==> src/verilog/rfid_tx_consts.svh <==
/*
 * Constants for the transmit timing and options register block: register
 * indices, reset values, timing steps and bus answers.
 * Assumes it is included by bare name after the package.
 */
`ifndef RFID_TX_CONSTS_SVH
`define RFID_TX_CONSTS_SVH

// register indices; byte address is four times the index
`define IDX_PROTO_CTRL 8'h01
`define IDX_HR_OPTIONS 8'h03
`define IDX_PULSE_LEN 8'h06
`define IDX_NO_REPLY 8'h07
`define IDX_IRQ_STATUS 8'h0c
`define IDX_IRQ_MASK 8'h0d
`define IDX_BLOCK_STATE 8'h0e
`define ADDR_LSB 2

`define RST_PROTO_CTRL 8'h00
`define RST_HR_OPTIONS 8'h00
`define RST_PULSE_LEN 8'h00
`define RST_NO_REPLY 8'h0e
`define RST_IRQ 8'h00

`define IRQ_NO_REPLY_BIT 0

// times in picoseconds
`define CLK_PERIOD_PS 40'd8000
`define PULSE_STEP_PS 40'd73700
`define NO_REPLY_STEP_PS 40'd37760000
`define PRESET_PS_106 40'd2360000
`define PRESET_PS_212 40'd1400000
`define PRESET_PS_424 40'd737000
`define PRESET_PS_848 40'd442000

`define RESP_OKAY 2'b00
`define RESP_SLVERR 2'b10

`endif

==> src/verilog/rfid_tx_pkg.sv <==
/*
 * Types for the transmit timing and options register block.
 * Assumes nothing beyond a SystemVerilog compiler.
 */
`default_nettype none
package rfid_tx_pkg;

    typedef enum logic [1:0] {
        RATE_106,
        RATE_212,
        RATE_424,
        RATE_848
    } tx_rate_e;

    typedef struct packed {
        logic split_rate_enable;
        tx_rate_e tx_rate;
        logic tx_last_byte_even_parity;
        logic rx_last_byte_even_parity;
        logic [2:0] unused;
    } hr_options_s;

    typedef struct packed {
        logic valid;
        logic last;
        logic [7:0] data;
    } byte_beat_s;

    typedef enum logic {
        NR_IDLE,
        NR_WAIT
    } nr_state_e;

endpackage
`default_nettype wire

==> src/verilog/interval_timer.sv <==
/*
 * Interval timer: after start it stays busy until the elapsed time, counted in
 * clock periods, reaches the target given in picoseconds; then one done pulse.
 * Assumes target is nonzero and that stop has priority over expiry.
 */
`timescale 1ns/1ps
`default_nettype none
module interval_timer #(
    parameter int TGT_W = 40,
    parameter logic [39:0] PERIOD_PS = 40'd8000
) (
    input wire logic aclk,
    input wire logic aresetn,
    input wire logic ce,
    input wire logic start,
    input wire logic stop,
    input wire logic [TGT_W-1:0] target_ps,
    output logic busy,
    output logic done
);
    logic [TGT_W-1:0] acc_q;
    logic [TGT_W-1:0] tgt_q;
    logic run_q;
    logic done_q;

    if (TGT_W < 34 || TGT_W > 40) begin : g_chk
        $error("interval_timer: TGT_W must be 34..40");
    end

    // time rounds up: done once the elapsed periods cover the target
    always_ff @(posedge aclk) begin
        if (!aresetn) begin
            run_q <= 1'b0;
            done_q <= 1'b0;
            acc_q <= '0;
            tgt_q <= '0;
        end else if (ce) begin
            done_q <= 1'b0;
            if (stop) begin
                run_q <= 1'b0;
            end else if (start) begin
                run_q <= 1'b1;
                acc_q <= PERIOD_PS[TGT_W-1:0];
                tgt_q <= target_ps;
            end else if (run_q) begin
                if (acc_q >= tgt_q) begin
                    run_q <= 1'b0;
                    done_q <= 1'b1;
                end else begin
                    acc_q <= acc_q + PERIOD_PS[TGT_W-1:0];
                end
            end
        end
    end

    assign busy = run_q;
    assign done = done_q;
endmodule // interval_timer
`default_nettype wire

==> src/verilog/rfid_tx_timing.sv <==
/*
 * Transmit timing and options block of a proximity-card reader: AXI4-Lite
 * register file, bit-rate choice, parity generation and check, modulation
 * pulse length and the no-response timer with its interrupt.
 * Assumes a single clock, synchronous inputs and one outstanding access per
 * direction from the bus master.
 */
`timescale 1ns/1ps
`default_nettype none
`include "rfid_tx_consts.svh"

// Notes on behaviour
// - rate field picks 106/212/424/848 kbps
// - split enable lets tx rate differ
// - tx parity odd, last byte even
// - rx check odd, last byte even
// - options clear on reset, disable, protocol write
// - zero pulse length uses protocol preset
// - nonzero N gives N times 73.7 ns
// - presets 2.36us, 1.4us, 737ns, 442ns
// - pulse length clears likewise
// - timer runs slot start to response
// - expiry raises interrupt and status flag
// - timeout is N times 37.76 us
// - no-response loads 0x0e likewise
module rfid_tx_timing
    import rfid_tx_pkg::*;
#(
    parameter int ADDR_W = 8,
    parameter logic [39:0] NO_REPLY_STEP_PS = `NO_REPLY_STEP_PS
) (
    input wire logic aclk,
    input wire logic aresetn,
    input wire logic ce,
    input wire logic chip_en,
    input wire logic [ADDR_W-1:0] awaddr,
    input wire logic awvalid,
    output logic awready,
    input wire logic [31:0] wdata,
    input wire logic [3:0] wstrb,
    input wire logic wvalid,
    output logic wready,
    output logic [1:0] bresp,
    output logic bvalid,
    input wire logic bready,
    input wire logic [ADDR_W-1:0] araddr,
    input wire logic arvalid,
    output logic arready,
    output logic [31:0] rdata,
    output logic [1:0] rresp,
    output logic rvalid,
    input wire logic rready,
    input wire tx_rate_e rx_rate,
    output tx_rate_e tx_rate,
    input wire byte_beat_s tx_byte,
    output logic tx_parity,
    input wire byte_beat_s rx_byte,
    input wire logic rx_parity,
    output logic rx_parity_err,
    input wire logic mod_pulse_req,
    output logic mod_pulse,
    input wire logic slot_start,
    input wire logic rx_sof_detect,
    output logic no_reply_wait,
    output logic irq
);
    if (ADDR_W < 6 || ADDR_W > 32) begin : g_chk
        $error("rfid_tx_timing: ADDR_W must be 6..32");
    end

    function automatic logic hits(input logic [ADDR_W-1:0] a, input logic [7:0] idx);
        return a[ADDR_W-1:`ADDR_LSB] == (ADDR_W-`ADDR_LSB)'(idx);
    endfunction

    // odd parity unless the even choice applies
    function automatic logic par_bit(input logic [7:0] d, input logic even);
        return even ? ^d : ~^d;
    endfunction

    logic aw_held_q, w_held_q, bvalid_q, rvalid_q;
    logic [ADDR_W-1:0] awaddr_q;
    logic [31:0] wdata_q, rdata_q;
    logic [3:0] wstrb_q;
    logic [1:0] bresp_q, rresp_q;
    logic [7:0] proto_q, pulse_len_q, no_reply_q, status_q, mask_q;
    hr_options_s opt_q;
    tx_rate_e tx_rate_q;
    logic tx_parity_q, rx_err_q, irq_q;
    nr_state_e nr_state_q;
    logic wr_fire, wr_ok, proto_wr, soft_clr, wr_mapped;
    logic pulse_busy, nr_busy, nr_done;
    logic [39:0] pulse_tgt;
    logic [7:0] status_set, status_clr, rd_byte;
    logic rd_mapped;

    // write path: address and data are taken in either order
    assign awready = ce && !aw_held_q && !bvalid_q;
    assign wready = ce && !w_held_q && !bvalid_q;
    assign wr_fire = ce && aw_held_q && w_held_q && !bvalid_q;
    assign wr_ok = wr_fire && wstrb_q[0];
    assign wr_mapped = hits(awaddr_q, `IDX_PROTO_CTRL) || hits(awaddr_q, `IDX_HR_OPTIONS)
        || hits(awaddr_q, `IDX_PULSE_LEN) || hits(awaddr_q, `IDX_NO_REPLY)
        || hits(awaddr_q, `IDX_IRQ_STATUS) || hits(awaddr_q, `IDX_IRQ_MASK)
        || hits(awaddr_q, `IDX_BLOCK_STATE);
    assign proto_wr = wr_ok && hits(awaddr_q, `IDX_PROTO_CTRL);
    assign soft_clr = !chip_en || proto_wr;

    always_ff @(posedge aclk) begin
        if (!aresetn) begin
            aw_held_q <= 1'b0;
            w_held_q <= 1'b0;
            bvalid_q <= 1'b0;
            bresp_q <= `RESP_OKAY;
            awaddr_q <= '0;
            wdata_q <= '0;
            wstrb_q <= '0;
        end else if (ce) begin
            if (awvalid && awready) begin
                aw_held_q <= 1'b1;
                awaddr_q <= awaddr;
            end
            if (wvalid && wready) begin
                w_held_q <= 1'b1;
                wdata_q <= wdata;
                wstrb_q <= wstrb;
            end
            if (wr_fire) begin
                aw_held_q <= 1'b0;
                w_held_q <= 1'b0;
                bvalid_q <= 1'b1;
                bresp_q <= wr_mapped ? `RESP_OKAY : `RESP_SLVERR;
            end else if (bvalid_q && bready) begin
                bvalid_q <= 1'b0;
            end
        end
    end

    assign bvalid = bvalid_q;
    assign bresp = bresp_q;

    // read path: one cycle from address to data
    assign arready = ce && !rvalid_q;

    always_comb begin
        rd_byte = 8'h00;
        rd_mapped = 1'b1;
        if (hits(araddr, `IDX_PROTO_CTRL)) begin
            rd_byte = proto_q;
        end else if (hits(araddr, `IDX_HR_OPTIONS)) begin
            rd_byte = opt_q;
        end else if (hits(araddr, `IDX_PULSE_LEN)) begin
            rd_byte = pulse_len_q;
        end else if (hits(araddr, `IDX_NO_REPLY)) begin
            rd_byte = no_reply_q;
        end else if (hits(araddr, `IDX_IRQ_STATUS)) begin
            rd_byte = status_q;
        end else if (hits(araddr, `IDX_IRQ_MASK)) begin
            rd_byte = mask_q;
        end else if (hits(araddr, `IDX_BLOCK_STATE)) begin
            rd_byte = {4'h0, nr_busy, pulse_busy, tx_rate_q};
        end else begin
            rd_mapped = 1'b0;
        end
    end

    always_ff @(posedge aclk) begin
        if (!aresetn) begin
            rvalid_q <= 1'b0;
            rdata_q <= '0;
            rresp_q <= `RESP_OKAY;
        end else if (ce) begin
            if (arvalid && arready) begin
                rvalid_q <= 1'b1;
                rdata_q <= {24'h000000, rd_byte};
                rresp_q <= rd_mapped ? `RESP_OKAY : `RESP_SLVERR;
            end else if (rvalid_q && rready) begin
                rvalid_q <= 1'b0;
            end
        end
    end

    assign rvalid = rvalid_q;
    assign rdata = rdata_q;
    assign rresp = rresp_q;

    // preset registers; the protocol write wins over any other write
    always_ff @(posedge aclk) begin
        if (!aresetn) begin
            proto_q <= `RST_PROTO_CTRL;
            opt_q <= `RST_HR_OPTIONS;
            pulse_len_q <= `RST_PULSE_LEN;
            no_reply_q <= `RST_NO_REPLY;
        end else if (ce) begin
            if (soft_clr) begin
                opt_q <= `RST_HR_OPTIONS;
                pulse_len_q <= `RST_PULSE_LEN;
                no_reply_q <= `RST_NO_REPLY;
                if (proto_wr) begin
                    proto_q <= wdata_q[7:0];
                end
            end else if (wr_ok) begin
                if (hits(awaddr_q, `IDX_HR_OPTIONS)) begin
                    opt_q <= {wdata_q[7:3], 3'b000};
                end
                if (hits(awaddr_q, `IDX_PULSE_LEN)) begin
                    pulse_len_q <= wdata_q[7:0];
                end
                if (hits(awaddr_q, `IDX_NO_REPLY)) begin
                    no_reply_q <= wdata_q[7:0];
                end
            end
        end
    end

    // interrupt status: hardware set wins over a write-one clear
    assign status_set = {7'h00, nr_done} << `IRQ_NO_REPLY_BIT;
    assign status_clr = (wr_ok && hits(awaddr_q, `IDX_IRQ_STATUS)) ? wdata_q[7:0] : 8'h00;

    always_ff @(posedge aclk) begin
        if (!aresetn) begin
            status_q <= `RST_IRQ;
            mask_q <= `RST_IRQ;
            irq_q <= 1'b0;
        end else if (ce) begin
            status_q <= (status_q & ~status_clr) | status_set;
            if (wr_ok && hits(awaddr_q, `IDX_IRQ_MASK)) begin
                mask_q <= wdata_q[7:0];
            end
            irq_q <= |(((status_q & ~status_clr) | status_set) & mask_q);
        end
    end

    assign irq = irq_q;

    // rate and parity
    always_ff @(posedge aclk) begin
        if (!aresetn) begin
            tx_rate_q <= RATE_106;
            tx_parity_q <= 1'b0;
            rx_err_q <= 1'b0;
        end else if (ce) begin
            tx_rate_q <= opt_q.split_rate_enable ? opt_q.tx_rate : rx_rate;
            if (tx_byte.valid) begin
                tx_parity_q <= par_bit(tx_byte.data,
                    opt_q.tx_last_byte_even_parity && tx_byte.last);
            end
            if (rx_byte.valid) begin
                rx_err_q <= rx_parity != par_bit(rx_byte.data,
                    opt_q.rx_last_byte_even_parity && rx_byte.last);
            end
        end
    end

    assign tx_rate = tx_rate_q;
    assign tx_parity = tx_parity_q;
    assign rx_parity_err = rx_err_q;

    // modulation pulse length: override or protocol preset
    always_comb begin
        if (pulse_len_q != 8'h00) begin
            pulse_tgt = 40'(pulse_len_q) * `PULSE_STEP_PS;
        end else begin
            unique case (tx_rate_q)
                RATE_106: pulse_tgt = `PRESET_PS_106;
                RATE_212: pulse_tgt = `PRESET_PS_212;
                RATE_424: pulse_tgt = `PRESET_PS_424;
                RATE_848: pulse_tgt = `PRESET_PS_848;
            endcase
        end
    end

    // a request during a running pulse is ignored
    interval_timer #(
        .TGT_W(40),
        .PERIOD_PS(`CLK_PERIOD_PS)
    ) u_pulse (
        .aclk(aclk),
        .aresetn(aresetn),
        .ce(ce),
        .start(mod_pulse_req && !pulse_busy),
        .stop(1'b0),
        .target_ps(pulse_tgt),
        .busy(pulse_busy),
        .done()
    );

    assign mod_pulse = pulse_busy;

    // no-response timer; a zero setting never expires
    interval_timer #(
        .TGT_W(40),
        .PERIOD_PS(`CLK_PERIOD_PS)
    ) u_no_reply (
        .aclk(aclk),
        .aresetn(aresetn),
        .ce(ce),
        .start(slot_start && no_reply_q != 8'h00),
        .stop(rx_sof_detect),
        .target_ps(40'(no_reply_q) * NO_REPLY_STEP_PS),
        .busy(nr_busy),
        .done(nr_done)
    );

    always_ff @(posedge aclk) begin
        if (!aresetn) begin
            nr_state_q <= NR_IDLE;
        end else if (ce) begin
            unique case (nr_state_q)
                NR_IDLE: if (slot_start && !rx_sof_detect && no_reply_q != 8'h00) begin
                    nr_state_q <= NR_WAIT;
                end
                NR_WAIT: if (rx_sof_detect || nr_done) begin
                    nr_state_q <= NR_IDLE;
                end
            endcase
        end
    end

    assign no_reply_wait = nr_state_q == NR_WAIT;

    a_opt_clear: assert property (@(posedge aclk) disable iff (!aresetn)
        ce && soft_clr |=> opt_q == `RST_HR_OPTIONS)
        else $error("options not cleared");

    a_pulse_clear: assert property (@(posedge aclk) disable iff (!aresetn)
        ce && soft_clr |=> pulse_len_q == `RST_PULSE_LEN)
        else $error("pulse length not cleared");

    a_noreply_preset: assert property (@(posedge aclk) disable iff (!aresetn)
        ce && soft_clr |=> no_reply_q == `RST_NO_REPLY)
        else $error("no-response not preset");

    a_rate_follow: assert property (@(posedge aclk) disable iff (!aresetn)
        ce && !opt_q.split_rate_enable |=> tx_rate_q == $past(rx_rate))
        else $error("tx rate not following rx rate");

    a_tx_parity: assert property (@(posedge aclk) disable iff (!aresetn)
        ce && tx_byte.valid && tx_byte.last && opt_q.tx_last_byte_even_parity
        |=> tx_parity_q == ^$past(tx_byte.data))
        else $error("last byte not even parity");

    a_rx_parity: assert property (@(posedge aclk) disable iff (!aresetn)
        ce && rx_byte.valid && !rx_byte.last && (rx_parity == ^rx_byte.data)
        |=> rx_err_q)
        else $error("odd parity error missed");

    a_pulse_preset: assert property (@(posedge aclk) disable iff (!aresetn)
        ce && mod_pulse_req && !pulse_busy && pulse_len_q == 8'h00 && tx_rate_q == RATE_848
        |-> pulse_tgt == `PRESET_PS_848)
        else $error("preset pulse wrong");

    a_pulse_hold: assert property (@(posedge aclk) disable iff (!aresetn)
        ce && mod_pulse_req && !pulse_busy && pulse_len_q != 8'h00 |=> mod_pulse [*8])
        else $error("override pulse too short");

    a_noreply_flag: assert property (@(posedge aclk) disable iff (!aresetn)
        ce && nr_done |=> status_q[`IRQ_NO_REPLY_BIT] && (irq_q == mask_q[`IRQ_NO_REPLY_BIT]
            || |(status_q & mask_q)))
        else $error("no-response flag not set");

    a_noreply_stop: assert property (@(posedge aclk) disable iff (!aresetn)
        ce && rx_sof_detect |=> !nr_busy && !nr_done)
        else $error("timer ran past response");
endmodule // rfid_tx_timing
`default_nettype wire

==> config.mk <==
export PLATFORM = sky130hd
export DESIGN_NAME = rfid_tx_timing
export DESIGN_NICKNAME = d
export VERILOG_FILES = /design/src/verilog/rfid_tx_pkg.sv /design/src/verilog/interval_timer.sv /design/src/verilog/rfid_tx_timing.sv
export VERILOG_INCLUDE_DIRS = /design/src /design/src/verilog
export SDC_FILE = /design/constraint.sdc
export NUM_CORES = 1
export LEC_CHECK = 0
export BUFFER_PORTS_ARGS = -buffer_cell sky130_fd_sc_hd__buf_2
export CAP_MARGIN = 20
export CORE_MARGIN = 2
export CORE_UTILIZATION = 35
export CTS_BUF_LIST = sky130_fd_sc_hd__clkbuf_4 sky130_fd_sc_hd__clkbuf_8
export DETAILED_ROUTE_END_ITERATION = 12
export PLACE_DENSITY = 0.57
export SYNTH_ARGS = -nofsm -noshare
export SYNTH_HDL_FRONTEND = slang
export SYNTH_HIERARCHICAL = 1
export SYNTH_SLANG_ARGS = --single-unit
==> constraint.sdc <==
create_clock -name aclk -period 5.4 [get_ports aclk]
set_input_delay 1.35 -clock aclk [delete_from_list [all_inputs] [get_ports aclk]]
set_output_delay 1.35 -clock aclk [all_outputs]
set_load 0.05 [all_outputs]
# Word-level counts from Yosys, hierarchy flattened
# Index checks and enable logic that the tools add are counted.
word_totals:
  reg_bits: 234
  in_bits: 87
  out_inout_bits: 48
  wordCells: 198
classes:
  add_sub_neg: 2
  n_mul: 2
  magnitude_cmp: 2
  n_eq_ne: 20
  mux: 59
  bitwise_logic: 6
  n_reduce_logical: 75
op_table:
  columns: ["cell", "n"]
  rows:
  - ["two-way mux 40 bit", 7]
  - ["case mux 40 bit (4 select lines)", 1]
  - ["two-way mux 8 bit", 16]
  - ["adder 40 x 13 -> 40 bit (second input constant)", 2]
  - [">= comparator 40 x 34 -> 1 bit", 1]
  - [">= comparator 40 bit", 1]
  - ["== test 6 x 4 -> 1 bit (second input constant)", 6]
  - ["two-way mux 1 bit", 30]
  - ["== test 6 x 3 -> 1 bit (second input constant)", 4]
  - ["multiplier 8 x 16 -> 24 bit (second input constant)", 1]
  - ["AND reduction 2 bit", 12]
  - ["logical AND 1 bit", 23]
  - ["multiplier 8 x 15 -> 23 bit (second input constant)", 1]
  - ["nonzero test 2 bit", 10]
  - ["AND reduction 3 bit", 6]
  - ["AND 8 bit", 2]
  - ["nonzero test 8 bit", 2]
  - ["XNOR reduction 8 bit", 2]
  - ["parity 8 bit", 2]
  - ["== test 6 x 1 -> 1 bit (second input constant)", 2]
  - ["== test 6 x 2 -> 1 bit (second input constant)", 2]
  - ["logical OR 1 bit", 8]
  - ["NOT 8 bit", 1]
  - ["OR 8 x 1 -> 8 bit", 1]
  - ["12 further kinds", 23]

# Logic depth before layout (Yosys ltp)
# Gate-level depths: netlist of the first run.
logic_depth:
  ltp_word: 11
  mapped_depth: 19
  ltp_nobuf: 18

# Cells and area by module
# The synthesis of the first run kept the hierarchy.
by_module_without_submodules:
  columns: ["module", "instances", "cells_each", "area_each_um2", "seq_area_each_um2"]
  rows:
  - ["interval_timer", 2, 514, 4055.1, 1521.5]
  - ["rfid_tx_timing", 1, 894, 7447.1, 1601.5]

# Least setup slack after synthesis of the first run
# OpenSTA, ideal clock, no wires.
synth_path:
  path_kind: "reg-to-reg"
  start: "reg pulse_len_q[4]"
  end: "reg u_pulse.tgt_q[22]"
  setup_time_ps: 70
  arrival_ps: 4692
  required_ps: 5330
  slack_ps: 638
  stages_incl_launch_ff: 20
  n_path_buf: 1
  period_less_slack_ps: 4762
  cell_sequence: "dfxtp_1 -> clkbuf_1 -> inv_1 -> fa_1 -> fa_1 -> inv_1 -> fa_1 -> inv_1 -> fa_1 -> inv_1 -> ha_1 -> and3_1 -> a221o_1 -> a31oi_1 -> o211ai_1 -> a31o_2 -> xnor2_1 -> nor2_1 -> nand2_1 -> a21oi_1"
synth_via:
  elab_chain_cells: 2
  word_cells_on_any_way: 3
  classes_between: "mul: 1; mux: 1; reduce/logical: 1"
synth_lines:
  columns: ["item", "line", "text"]
  rows:
  - ["start: declaration", "rfid_tx_timing.sv:85", "logic [7:0] proto_q, pulse_len_q, no_reply_q, status_q, mask_q;"]
  - ["start signal: assignment", "rfid_tx_timing.sv:191", "pulse_len_q <= `RST_PULSE_LEN;"]
  - ["start signal: assignment", "rfid_tx_timing.sv:196", "pulse_len_q <= `RST_PULSE_LEN;"]
  - ["start signal: assignment", "rfid_tx_timing.sv:206", "pulse_len_q <= wdata_q[7:0];"]
  - ["multiplier 8 x 15 -> 23 bit (no source line) or nonzero test 8 bit (tied branches)", null, null]
  - ["two-way mux 40 bit *", "rfid_tx_timing.sv:260", "if (pulse_len_q != 8'h00) begin"]
  - ["named net pulse_tgt[22]", "rfid_tx_timing.sv:92", "logic [39:0] pulse_tgt;"]
  - ["end signal: assignment", "interval_timer.sv:44", "tgt_q <= target_ps;"]
  - ["end: declaration", "interval_timer.sv:22", "logic [TGT_W-1:0] tgt_q;"]
# Mark *: on every way through the listed nets, which the timed path passes. The rest lies on a longest branch.
# A chain may end at the register's enable or synchronous reset.

# Worst setup path after layout of the first run
layout_path:
  start: "reg pulse_len_q[2]"
  end: "reg u_pulse.tgt_q[22]"
# Same word-level chain as after synthesis.

==> impl_metrics.xml, run 1 <==
<?xml version="1.0" encoding="UTF-8"?>
<metrics>
  <group name="global_routing">
    <metric name="grt.overflow.total" unit="">0</metric>
    <metric name="groute.layer.met1.usage" unit="">0.214</metric>
    <metric name="globalRouteTotalUtil" unit="">0.162</metric>
    <metric name="grt_first_pass_wirelength" unit="um">62500</metric>
    <metric name="antenna_found_initial" unit="">0</metric>
    <metric name="grtUsageMet3" unit="">0.0247</metric>
    <metric name="gr_busiest_metal" unit="">met2</metric>
    <metric name="gr-usage-met2" unit="">0.272</metric>
    <metric name="grt_pass1_vias" unit="">12700</metric>
    <metric name="grt_start_max_net_pins" unit="">58</metric>
  </group>
  <group name="min_path">
    <metric name="worstHoldStart" unit="">u_pulse/tgt_q[20]</metric>
    <metric name="worst_hold_path_type" unit="">reg2reg</metric>
    <metric name="hold_depth" unit="">2</metric>
    <metric name="min_delay_worst_endpoint" unit="">u_pulse/tgt_q[20]</metric>
  </group>
  <group name="critical_path">
    <metric name="worstReg2RegStart" unit="">pulse_len_q[2]</metric>
    <metric name="ff2ff_setup_slack" unit="ns">0.38</metric>
    <metric name="timing.critical_path.slowest_cell_delay" unit="ns">0.58</metric>
    <metric name="timing.critical_path.arrival" unit="ns">5.50</metric>
    <metric name="startpoint_type" unit="">flop</metric>
    <metric name="timing.critical_path.required" unit="ns">5.88</metric>
    <metric name="timing_worst_setup_path_type" unit="">reg2reg</metric>
    <metric name="critical_path.reg2reg.endpoint" unit="">u_pulse/tgt_q[22]</metric>
    <metric name="crit_fanout" unit="">5</metric>
    <metric name="critical_path.slowest_cell" unit="">sky130_fd_sc_hd__fa_1</metric>
    <metric name="setup.worst_path.end_class" unit="">flop</metric>
    <metric name="worst_reg2reg_path_length_in_cells" unit="">18</metric>
    <metric name="crit_chain" unit="">inv_1, fa_1, fa_1, inv_1, fa_1, inv_1, fa_1, inv_1, ha_1, and3_1, a221o_1, a31oi_1, o211ai_1, a31o_2, xnor2_1, nor2_1, nand2_1, a21oi_1</metric>
  </group>
  <group name="placed_design">
    <metric name="pre_cts_ws" unit="ns">0.329</metric>
    <metric name="detailed_place_hpwl" unit="um">27900</metric>
    <metric name="replace_congestion" unit="">0.821</metric>
    <metric name="placement.cell_area" unit="um2">16500</metric>
    <metric name="input_output_buffers" unit="">77</metric>
  </group>
  <group name="clock_network">
    <metric name="post_cts_hold_buffer_count" unit="">0</metric>
    <metric name="worst_setup_hold_path_clk_slew" unit="ns">0.06</metric>
    <metric name="numCtsBuffers" unit="">43</metric>
    <metric name="cts_buffer_depth" unit="">3</metric>
    <metric name="cts_root_buf" unit="">sky130_fd_sc_hd__clkbuf_8</metric>
    <metric name="clkLatencyLatePin" unit="ns">0.59</metric>
    <metric name="tritoncts_clock_tree" unit="">yes</metric>
    <metric name="clock_sink_total" unit="">231</metric>
    <metric name="htree_levels" unit="">2</metric>
    <metric name="postCtsSetupRepairBufs" unit="">0</metric>
  </group>
  <group name="route">
    <metric name="wl" unit="um">37900</metric>
    <metric name="routedWlPerCell" unit="um">14.3</metric>
    <metric name="drc" unit="">0</metric>
    <metric name="detail_route.first_pass.iterations" unit="">5</metric>
    <metric name="drtIter0Drc" unit="">639</metric>
    <metric name="route.vias.total" unit="">13300</metric>
    <metric name="final_antenna_net_count" unit="">0</metric>
    <metric name="drt-vias-per-instance" unit="">5.03</metric>
  </group>
  <group name="floorplan">
    <metric name="core" unit="um2">44000</metric>
    <metric name="placement_rows" unit="">77</metric>
    <metric name="fp.dieArea" unit="um2">46000</metric>
    <metric name="die-height" unit="um">215</metric>
    <metric name="floorplan.initialDensity" unit="">0.353</metric>
    <metric name="ioPinCount" unit="">135</metric>
    <metric name="chipWidth" unit="um">215</metric>
  </group>
  <group name="timing">
    <metric name="slew_headroom" unit="">0.300</metric>
    <metric name="hold_viol" unit="">0</metric>
    <metric name="final_min_period_over_clock_period" unit="">0.930</metric>
    <metric name="achievable-frequency" unit="MHz">199</metric>
    <metric name="post-route-min-period" unit="ns">5.02</metric>
    <metric name="worst_slack" unit="ns">0.380</metric>
    <metric name="report.final.slew_viol_count" unit="">0</metric>
    <metric name="grt_setup_unrepaired" unit="">no</metric>
    <metric name="final_report_setup_violation_count" unit="">0</metric>
    <metric name="finClkSkew" unit="ns">0.0511</metric>
    <metric name="fin_setup_tns" unit="ns">0</metric>
    <metric name="timing_worst_slew_pin_value" unit="ns">1.05</metric>
  </group>
  <group name="synth">
    <metric name="synth_cells" unit="">1918</metric>
    <metric name="synth_area" unit="um2">15500</metric>
    <metric name="ys.warnings.count" unit="">6</metric>
    <metric name="postSynthAreaPerCell" unit="um2">8.09</metric>
  </group>
  <group name="layout">
    <metric name="insertedDiodeCount" unit="">0</metric>
    <metric name="syn_to_final_growth" unit="%">12.4</metric>
    <metric name="area.sequential" unit="um2">4620</metric>
    <metric name="layout.cell_area.non_filler" unit="um2">17400</metric>
    <metric name="fillCellCount" unit="">4538</metric>
    <metric name="number_of_nets_in_the_layout" unit="">2317</metric>
    <metric name="final_layout_size_suffix_gt1_frac" unit="">0.103</metric>
    <metric name="multi_input_comb_area" unit="um2">9940</metric>
  </group>
  <group name="pwr">
    <metric name="report.power.total" unit="mW">4.19</metric>
    <metric name="p_leak" unit="nW">7.59</metric>
    <metric name="ir_worst_vdd" unit="uV">172</metric>
    <metric name="power_density" unit="nW/um2">240</metric>
  </group>
  <group name="status">
    <metric name="run_status" unit="">finished, final reports clean</metric>
  </group>
  <group name="flow_run">
    <metric name="max-cap-violations" unit="">0</metric>
  </group>
</metrics>
==> cell usage in the layout, fill, tap and decap left out, drive strengths merged, types with 14 or more instances in the layout <==
| master | count |
|---|---|
| xor2 | 24 |
| conb | 60 |
| fa | 29 |
| xnor2 | 41 |
| ha | 186 |
| a21oi | 228 |
| clkbuf | 70 |
| nand2 | 289 |
| nor2 | 112 |
| nand3 | 54 |
| and3 | 36 |
| nor3 | 17 |
| or3 | 40 |
| o41ai | 14 |
| inv | 172 |
| dfxtp | 231 |
| buf | 98 |
| o21ai | 85 |
| mux2i | 41 |
| a21o | 24 |
==> critical path, delay by kind of cell (launching register included) <==
kind                       cells  cell delay, ns
xor gates and xnor gates       1            0.12
DFF                            1            0.42
and+or+nand+nor                3            0.36
AOI/OAI and AO/OA              5            1.15
buffers and inverters          4            0.34
adders and majority gates      5            2.55
==> sequential cells by signal, indices dropped and copies added (netlist names), 8 cells and up <==
signal            count
status_q              8
proto_q               8
rdata                 8
u_no_reply/tgt_q     40
no_reply_q            8
wdata_q               8
pulse_len_q           8
u_pulse/acc_q        34
mask_q                8
u_no_reply/acc_q     34
u_pulse/tgt_q        40
==> power by group <==
part | internal [mW] | total (mW) | switching, mW
Clock | 1.06 | 1.86 | 0.798
Combinational | 0.175 | 0.544 | 0.369
Sequential | 1.75 | 1.79 | 0.0419
Total | 2.98 | 4.19 | 1.21
==> routing by layer <==
| layer | vias to the layer above | wire [um] | share of wire |
|---|---|---|---|
| met5 | - | 0 | 0 |
| met4 | 0 | 984 | 0.026 |
| met3 | 60 | 1690 | 0.045 |
| met2 | 287 | 17200 | 0.46 |
| met1 | 6168 | 17900 | 0.47 |
| li1 | 6754 | - | - |
==> how the worst max path moves through the flow <==
| stage | from | end | slack [ns] | depth (start not counted) |
|---|---|---|---|---|
| global placement | pulse_len_q[2] | u_pulse/tgt_q[17] | 0.36 | 18 |
| detailed placement | pulse_len_q[2] | u_pulse/tgt_q[17] | 0.33 | 18 |
| CTS | pulse_len_q[2] | u_pulse/tgt_q[17] | 0.31 | 18 |
| global route | pulse_len_q[2] | u_pulse/tgt_q[22] | 0.02 | 18 |
| floorplan | pulse_len_q[4] | u_pulse/tgt_q[22] | 0.64 | 19 |
| finish | pulse_len_q[2] | u_pulse/tgt_q[22] | 0.38 | 18 |
==> through the flow <==
stage               hold WS (ns)  cells   util
global placement           0.441   2561  0.374
finish                     0.450   2639  0.396
CTS                        0.455   2638  0.396
global route               0.472   2639  0.396
detailed placement         0.447   2561  0.374
floorplan                  0.431   1977      -
==> what timing repair did <==
item	4_1_cts	5_1_grt
gates resized for setup	0	1
hold endpoints to repair	0	0
endpoints found under the setup margin	0	1
==> layout make-up <==
| cell class | count | area share |
|---|---|---|
| multi-input cells | 1471 | 0.570 |
| repair buffers | 98 | 0.0311 |
| flip-flops and latches | 231 | 0.265 |
| clock buffers | 70 | 0.0513 |
| well taps | 592 | 0.0425 |
| clock inverters | 7 | 0.00352 |
| inverters | 170 | 0.0366 |
(Power assumes the default switching activity.)
==> run 2, diff against run 1 <==
--- a/config.mk
+++ b/config.mk
@@ -6,13 +6,16 @@
 export SDC_FILE = /design/constraint.sdc
 export NUM_CORES = 1
 export LEC_CHECK = 0
+export ABC_AREA = 1
 export BUFFER_PORTS_ARGS = -buffer_cell sky130_fd_sc_hd__buf_2
 export CAP_MARGIN = 20
+export CELL_PAD_IN_SITES_DETAIL_PLACEMENT = 2
+export CELL_PAD_IN_SITES_GLOBAL_PLACEMENT = 2
 export CORE_MARGIN = 2
 export CORE_UTILIZATION = 35
 export CTS_BUF_LIST = sky130_fd_sc_hd__clkbuf_4 sky130_fd_sc_hd__clkbuf_8
 export DETAILED_ROUTE_END_ITERATION = 12
-export PLACE_DENSITY = 0.57
+export PLACE_DENSITY = 0.9
 export SYNTH_ARGS = -nofsm -noshare
 export SYNTH_HDL_FRONTEND = slang
 export SYNTH_HIERARCHICAL = 1
==> run 2 against run 1 <==
Die area rose by 16%; cell area rose by 15%; register-to-register slack got worse by 0.17 ns; routed wire length rose by 130%; clock-buffer cell count rose by 7; clock power rose by 13%; hold slack improved by 0.011 ns; sequential cell count did not move; sequential power rose by 3%; via count rose by 50%; largest cell class unchanged; highest routed layer unchanged.
==> impl_metrics.xml, run 2 <==
<?xml version="1.0" encoding="UTF-8"?>
<metrics>
  <group name="floorplan">
    <metric name="chipWidth" unit="um">231</metric>
    <metric name="floorplan.initialDensity" unit="">0.352</metric>
    <metric name="core" unit="um2">51100</metric>
    <metric name="fp.dieArea" unit="um2">53300</metric>
    <metric name="placement_rows" unit="">83</metric>
    <metric name="ioPinCount" unit="">135</metric>
    <metric name="die-height" unit="um">231</metric>
  </group>
  <group name="critical_path">
    <metric name="setup.worst_path.end_class" unit="">flop</metric>
    <metric name="timing.critical_path.arrival" unit="ns">5.64</metric>
    <metric name="timing_worst_setup_path_type" unit="">reg2reg</metric>
    <metric name="startpoint_type" unit="">flop</metric>
    <metric name="worstReg2RegStart" unit="">pulse_len_q[2]</metric>
    <metric name="timing.critical_path.from" unit="">pulse_len_q[2]</metric>
    <metric name="timing.critical_path.required" unit="ns">5.85</metric>
    <metric name="setup.worst_path.end" unit="">u_pulse/tgt_q[23]</metric>
    <metric name="crit_fanout" unit="">5</metric>
    <metric name="ff2ff_setup_slack" unit="ns">0.21</metric>
    <metric name="critical_path.reg2reg.endpoint" unit="">u_pulse/tgt_q[23]</metric>
    <metric name="worst_reg2reg_path_length_in_cells" unit="">17</metric>
  </group>
  <group name="synth">
    <metric name="synth_area" unit="um2">18000</metric>
    <metric name="postSynthAreaPerCell" unit="um2">6.59</metric>
    <metric name="synth_cells" unit="">2734</metric>
    <metric name="ys.warnings.count" unit="">6</metric>
  </group>
  <group name="route">
    <metric name="final_antenna_net_count" unit="">0</metric>
    <metric name="drtIter0Drc" unit="">1157</metric>
    <metric name="route.vias.total" unit="">19900</metric>
    <metric name="routedWlPerCell" unit="um">24.4</metric>
    <metric name="detail_route.first_pass.iterations" unit="">5</metric>
    <metric name="drt-vias-per-instance" unit="">5.63</metric>
    <metric name="wl" unit="um">86400</metric>
    <metric name="drc" unit="">0</metric>
  </group>
  <group name="layout">
    <metric name="number_of_nets_in_the_layout" unit="">3128</metric>
    <metric name="most-common-layout-cells" unit="">sky130_fd_sc_hd__nand2_1, sky130_fd_sc_hd__inv_1, sky130_fd_sc_hd__nor2_1</metric>
    <metric name="final_layout_size_suffix_gt1_frac" unit="">0.0860</metric>
    <metric name="layout.cells.most_common" unit="">sky130_fd_sc_hd__nand2_1</metric>
    <metric name="syn_to_final_growth" unit="%">11.1</metric>
    <metric name="finish.utilization" unit="">0.391</metric>
    <metric name="layout.cell_area.non_filler" unit="um2">20000</metric>
    <metric name="reg_top3" unit="">u_no_reply/tgt_q x40, u_pulse/tgt_q x40</metric>
    <metric name="fillCellCount" unit="">6213</metric>
    <metric name="final_cell_count_no_fill" unit="">3541</metric>
  </group>
  <group name="clock_network">
    <metric name="clkLatencyLatePin" unit="ns">0.65</metric>
    <metric name="htree_levels" unit="">2</metric>
    <metric name="post_cts_hold_buffer_count" unit="">0</metric>
    <metric name="cts_buffer_depth" unit="">3</metric>
    <metric name="cts_root_buf" unit="">sky130_fd_sc_hd__clkbuf_8</metric>
    <metric name="worst_setup_hold_path_clk_slew" unit="ns">0.07</metric>
    <metric name="clock_sink_total" unit="">231</metric>
    <metric name="numCtsBuffers" unit="">45</metric>
    <metric name="tritoncts_clock_tree" unit="">yes</metric>
  </group>
  <group name="global_routing">
    <metric name="antenna_found_initial" unit="">1</metric>
    <metric name="grt.overflow.total" unit="">0</metric>
    <metric name="grt_start_max_net_pins" unit="">97</metric>
    <metric name="globalRouteTotalUtil" unit="">0.319</metric>
    <metric name="grt_first_pass_wirelength" unit="um">134000</metric>
    <metric name="grt_pass1_vias" unit="">22900</metric>
  </group>
  <group name="flow_run">
    <metric name="max-cap-violations" unit="">0</metric>
  </group>
  <group name="timing">
    <metric name="slew_headroom" unit="">0.360</metric>
    <metric name="hold_viol" unit="">0</metric>
    <metric name="report.final.slew_viol_count" unit="">0</metric>
    <metric name="post-route-min-period" unit="ns">5.19</metric>
    <metric name="final_report_setup_violation_count" unit="">0</metric>
    <metric name="grt_setup_unrepaired" unit="">no</metric>
    <metric name="final_min_period_over_clock_period" unit="">0.962</metric>
    <metric name="finClkSkew" unit="ns">0.0585</metric>
    <metric name="achievable-frequency" unit="MHz">193</metric>
    <metric name="timing_worst_slew_pin_value" unit="ns">0.955</metric>
    <metric name="fin_setup_tns" unit="ns">0</metric>
  </group>
  <group name="placed_design">
    <metric name="place.detailed.instances" unit="">3458</metric>
    <metric name="detailed_place_hpwl" unit="um">53800</metric>
    <metric name="replace_congestion" unit="">0.889</metric>
    <metric name="input_output_buffers" unit="">77</metric>
    <metric name="placement.cell_area" unit="um2">18900</metric>
  </group>
  <group name="pwr">
    <metric name="p_leak" unit="nW">9.52</metric>
    <metric name="ir_worst_vdd" unit="uV">161</metric>
    <metric name="power_density" unit="nW/um2">262</metric>
    <metric name="report.power.total" unit="mW">5.23</metric>
  </group>
  <group name="min_path">
    <metric name="hold_depth" unit="">2</metric>
    <metric name="worst_hold_path_type" unit="">reg2reg</metric>
  </group>
  <group name="status">
    <metric name="run_status" unit="">finished, final reports clean</metric>
  </group>
</metrics>
-- run 2: worst min path at each step --
| stage | startpoint | end | slack [ns] |
|---|---|---|---|
| after floorplan | u_no_reply/tgt_q[0] | u_no_reply/tgt_q[0] | 0.43 |
| after global placement | u_pulse/tgt_q[0] | u_pulse/tgt_q[0] | 0.44 |
| after detailed placement | u_no_reply/tgt_q[2] | u_no_reply/tgt_q[2] | 0.45 |
| after CTS | u_pulse/tgt_q[37] | u_pulse/tgt_q[37] | 0.46 |
| after global routing | u_pulse/tgt_q[37] | u_pulse/tgt_q[37] | 0.48 |
| final | u_pulse/tgt_q[37] | u_pulse/tgt_q[37] | 0.46 |
-- run 2: critical path, stage by stage, from the launching register on --
cell	delay [ns]
sky130_fd_sc_hd__dfxtp_1	0.45
sky130_fd_sc_hd__inv_1	0.20
sky130_fd_sc_hd__fa_1	0.63
sky130_fd_sc_hd__fa_1	0.61
sky130_fd_sc_hd__inv_1	0.11
sky130_fd_sc_hd__fa_1	0.56
sky130_fd_sc_hd__inv_1	0.07
sky130_fd_sc_hd__fa_1	0.56
sky130_fd_sc_hd__inv_1	0.06
sky130_fd_sc_hd__ha_1	0.44
sky130_fd_sc_hd__nand2_1	0.18
sky130_fd_sc_hd__o21ai_0	0.36
sky130_fd_sc_hd__a21o_1	0.19
sky130_fd_sc_hd__nand2_1	0.10
sky130_fd_sc_hd__a21oi_1	0.16
sky130_fd_sc_hd__nor2_1	0.06
sky130_fd_sc_hd__o21ai_0	0.20
sky130_fd_sc_hd__a21oi_1	0.09
-- run 2: routing by layer --
layer / track usage / part of all wire / vias up
met4: 0.146 / 0.050 / 0
met2: 0.591 / 0.51 / 671
li1: - / - / 8902
met1: 0.358 / 0.40 / 10000
met5: 0 / 0 / -
met3: 0.0451 / 0.040 / 310
-- run 2: metrics by stage --
step / setup WS [ns] / hold slack [ns]
6_report: 0.207 / 0.461
3_3_place_gp: 0.669 / 0.441
4_1_cts: 0.0979 / 0.465
5_1_grt: 0.0141 / 0.481
3_5_place_dp: 0.406 / 0.450
2_1_floorplan: 1.25 / 0.429
-- run 2: power by group --
| part | total, mW | internal, mW | switching (mW) |
|---|---|---|---|
| clock network | 2.10 | 1.18 | 0.921 |
| registers | 1.85 | 1.77 | 0.0813 |
| logic | 1.28 | 0.357 | 0.925 |
| total | 5.23 | 3.30 | 1.93 |
-- run 2: final cells by class --
cell class | count | area [um2] | share of cell area
Tap cell | 680 | 851 | 0.0425
Sequential cell | 231 | 4630 | 0.231
Timing Repair Buffer | 89 | 510 | 0.0255
Antenna cell | 1 | 2.50 | 0.000125
Multi-Input combinational cell | 2104 | 11700 | 0.583
Clock buffer | 77 | 972 | 0.0486
Inverter | 355 | 1330 | 0.0666
Clock inverter | 4 | 51.3 | 0.00257
-- run 2: repair_timing --
| item | 4_1_cts | 5_1_grt |
|---|---|---|
| gates resized for setup | 0 | 5 |
| setup buffers | 0 | 0 |
| endpoints found under the setup margin | 0 | 7 |
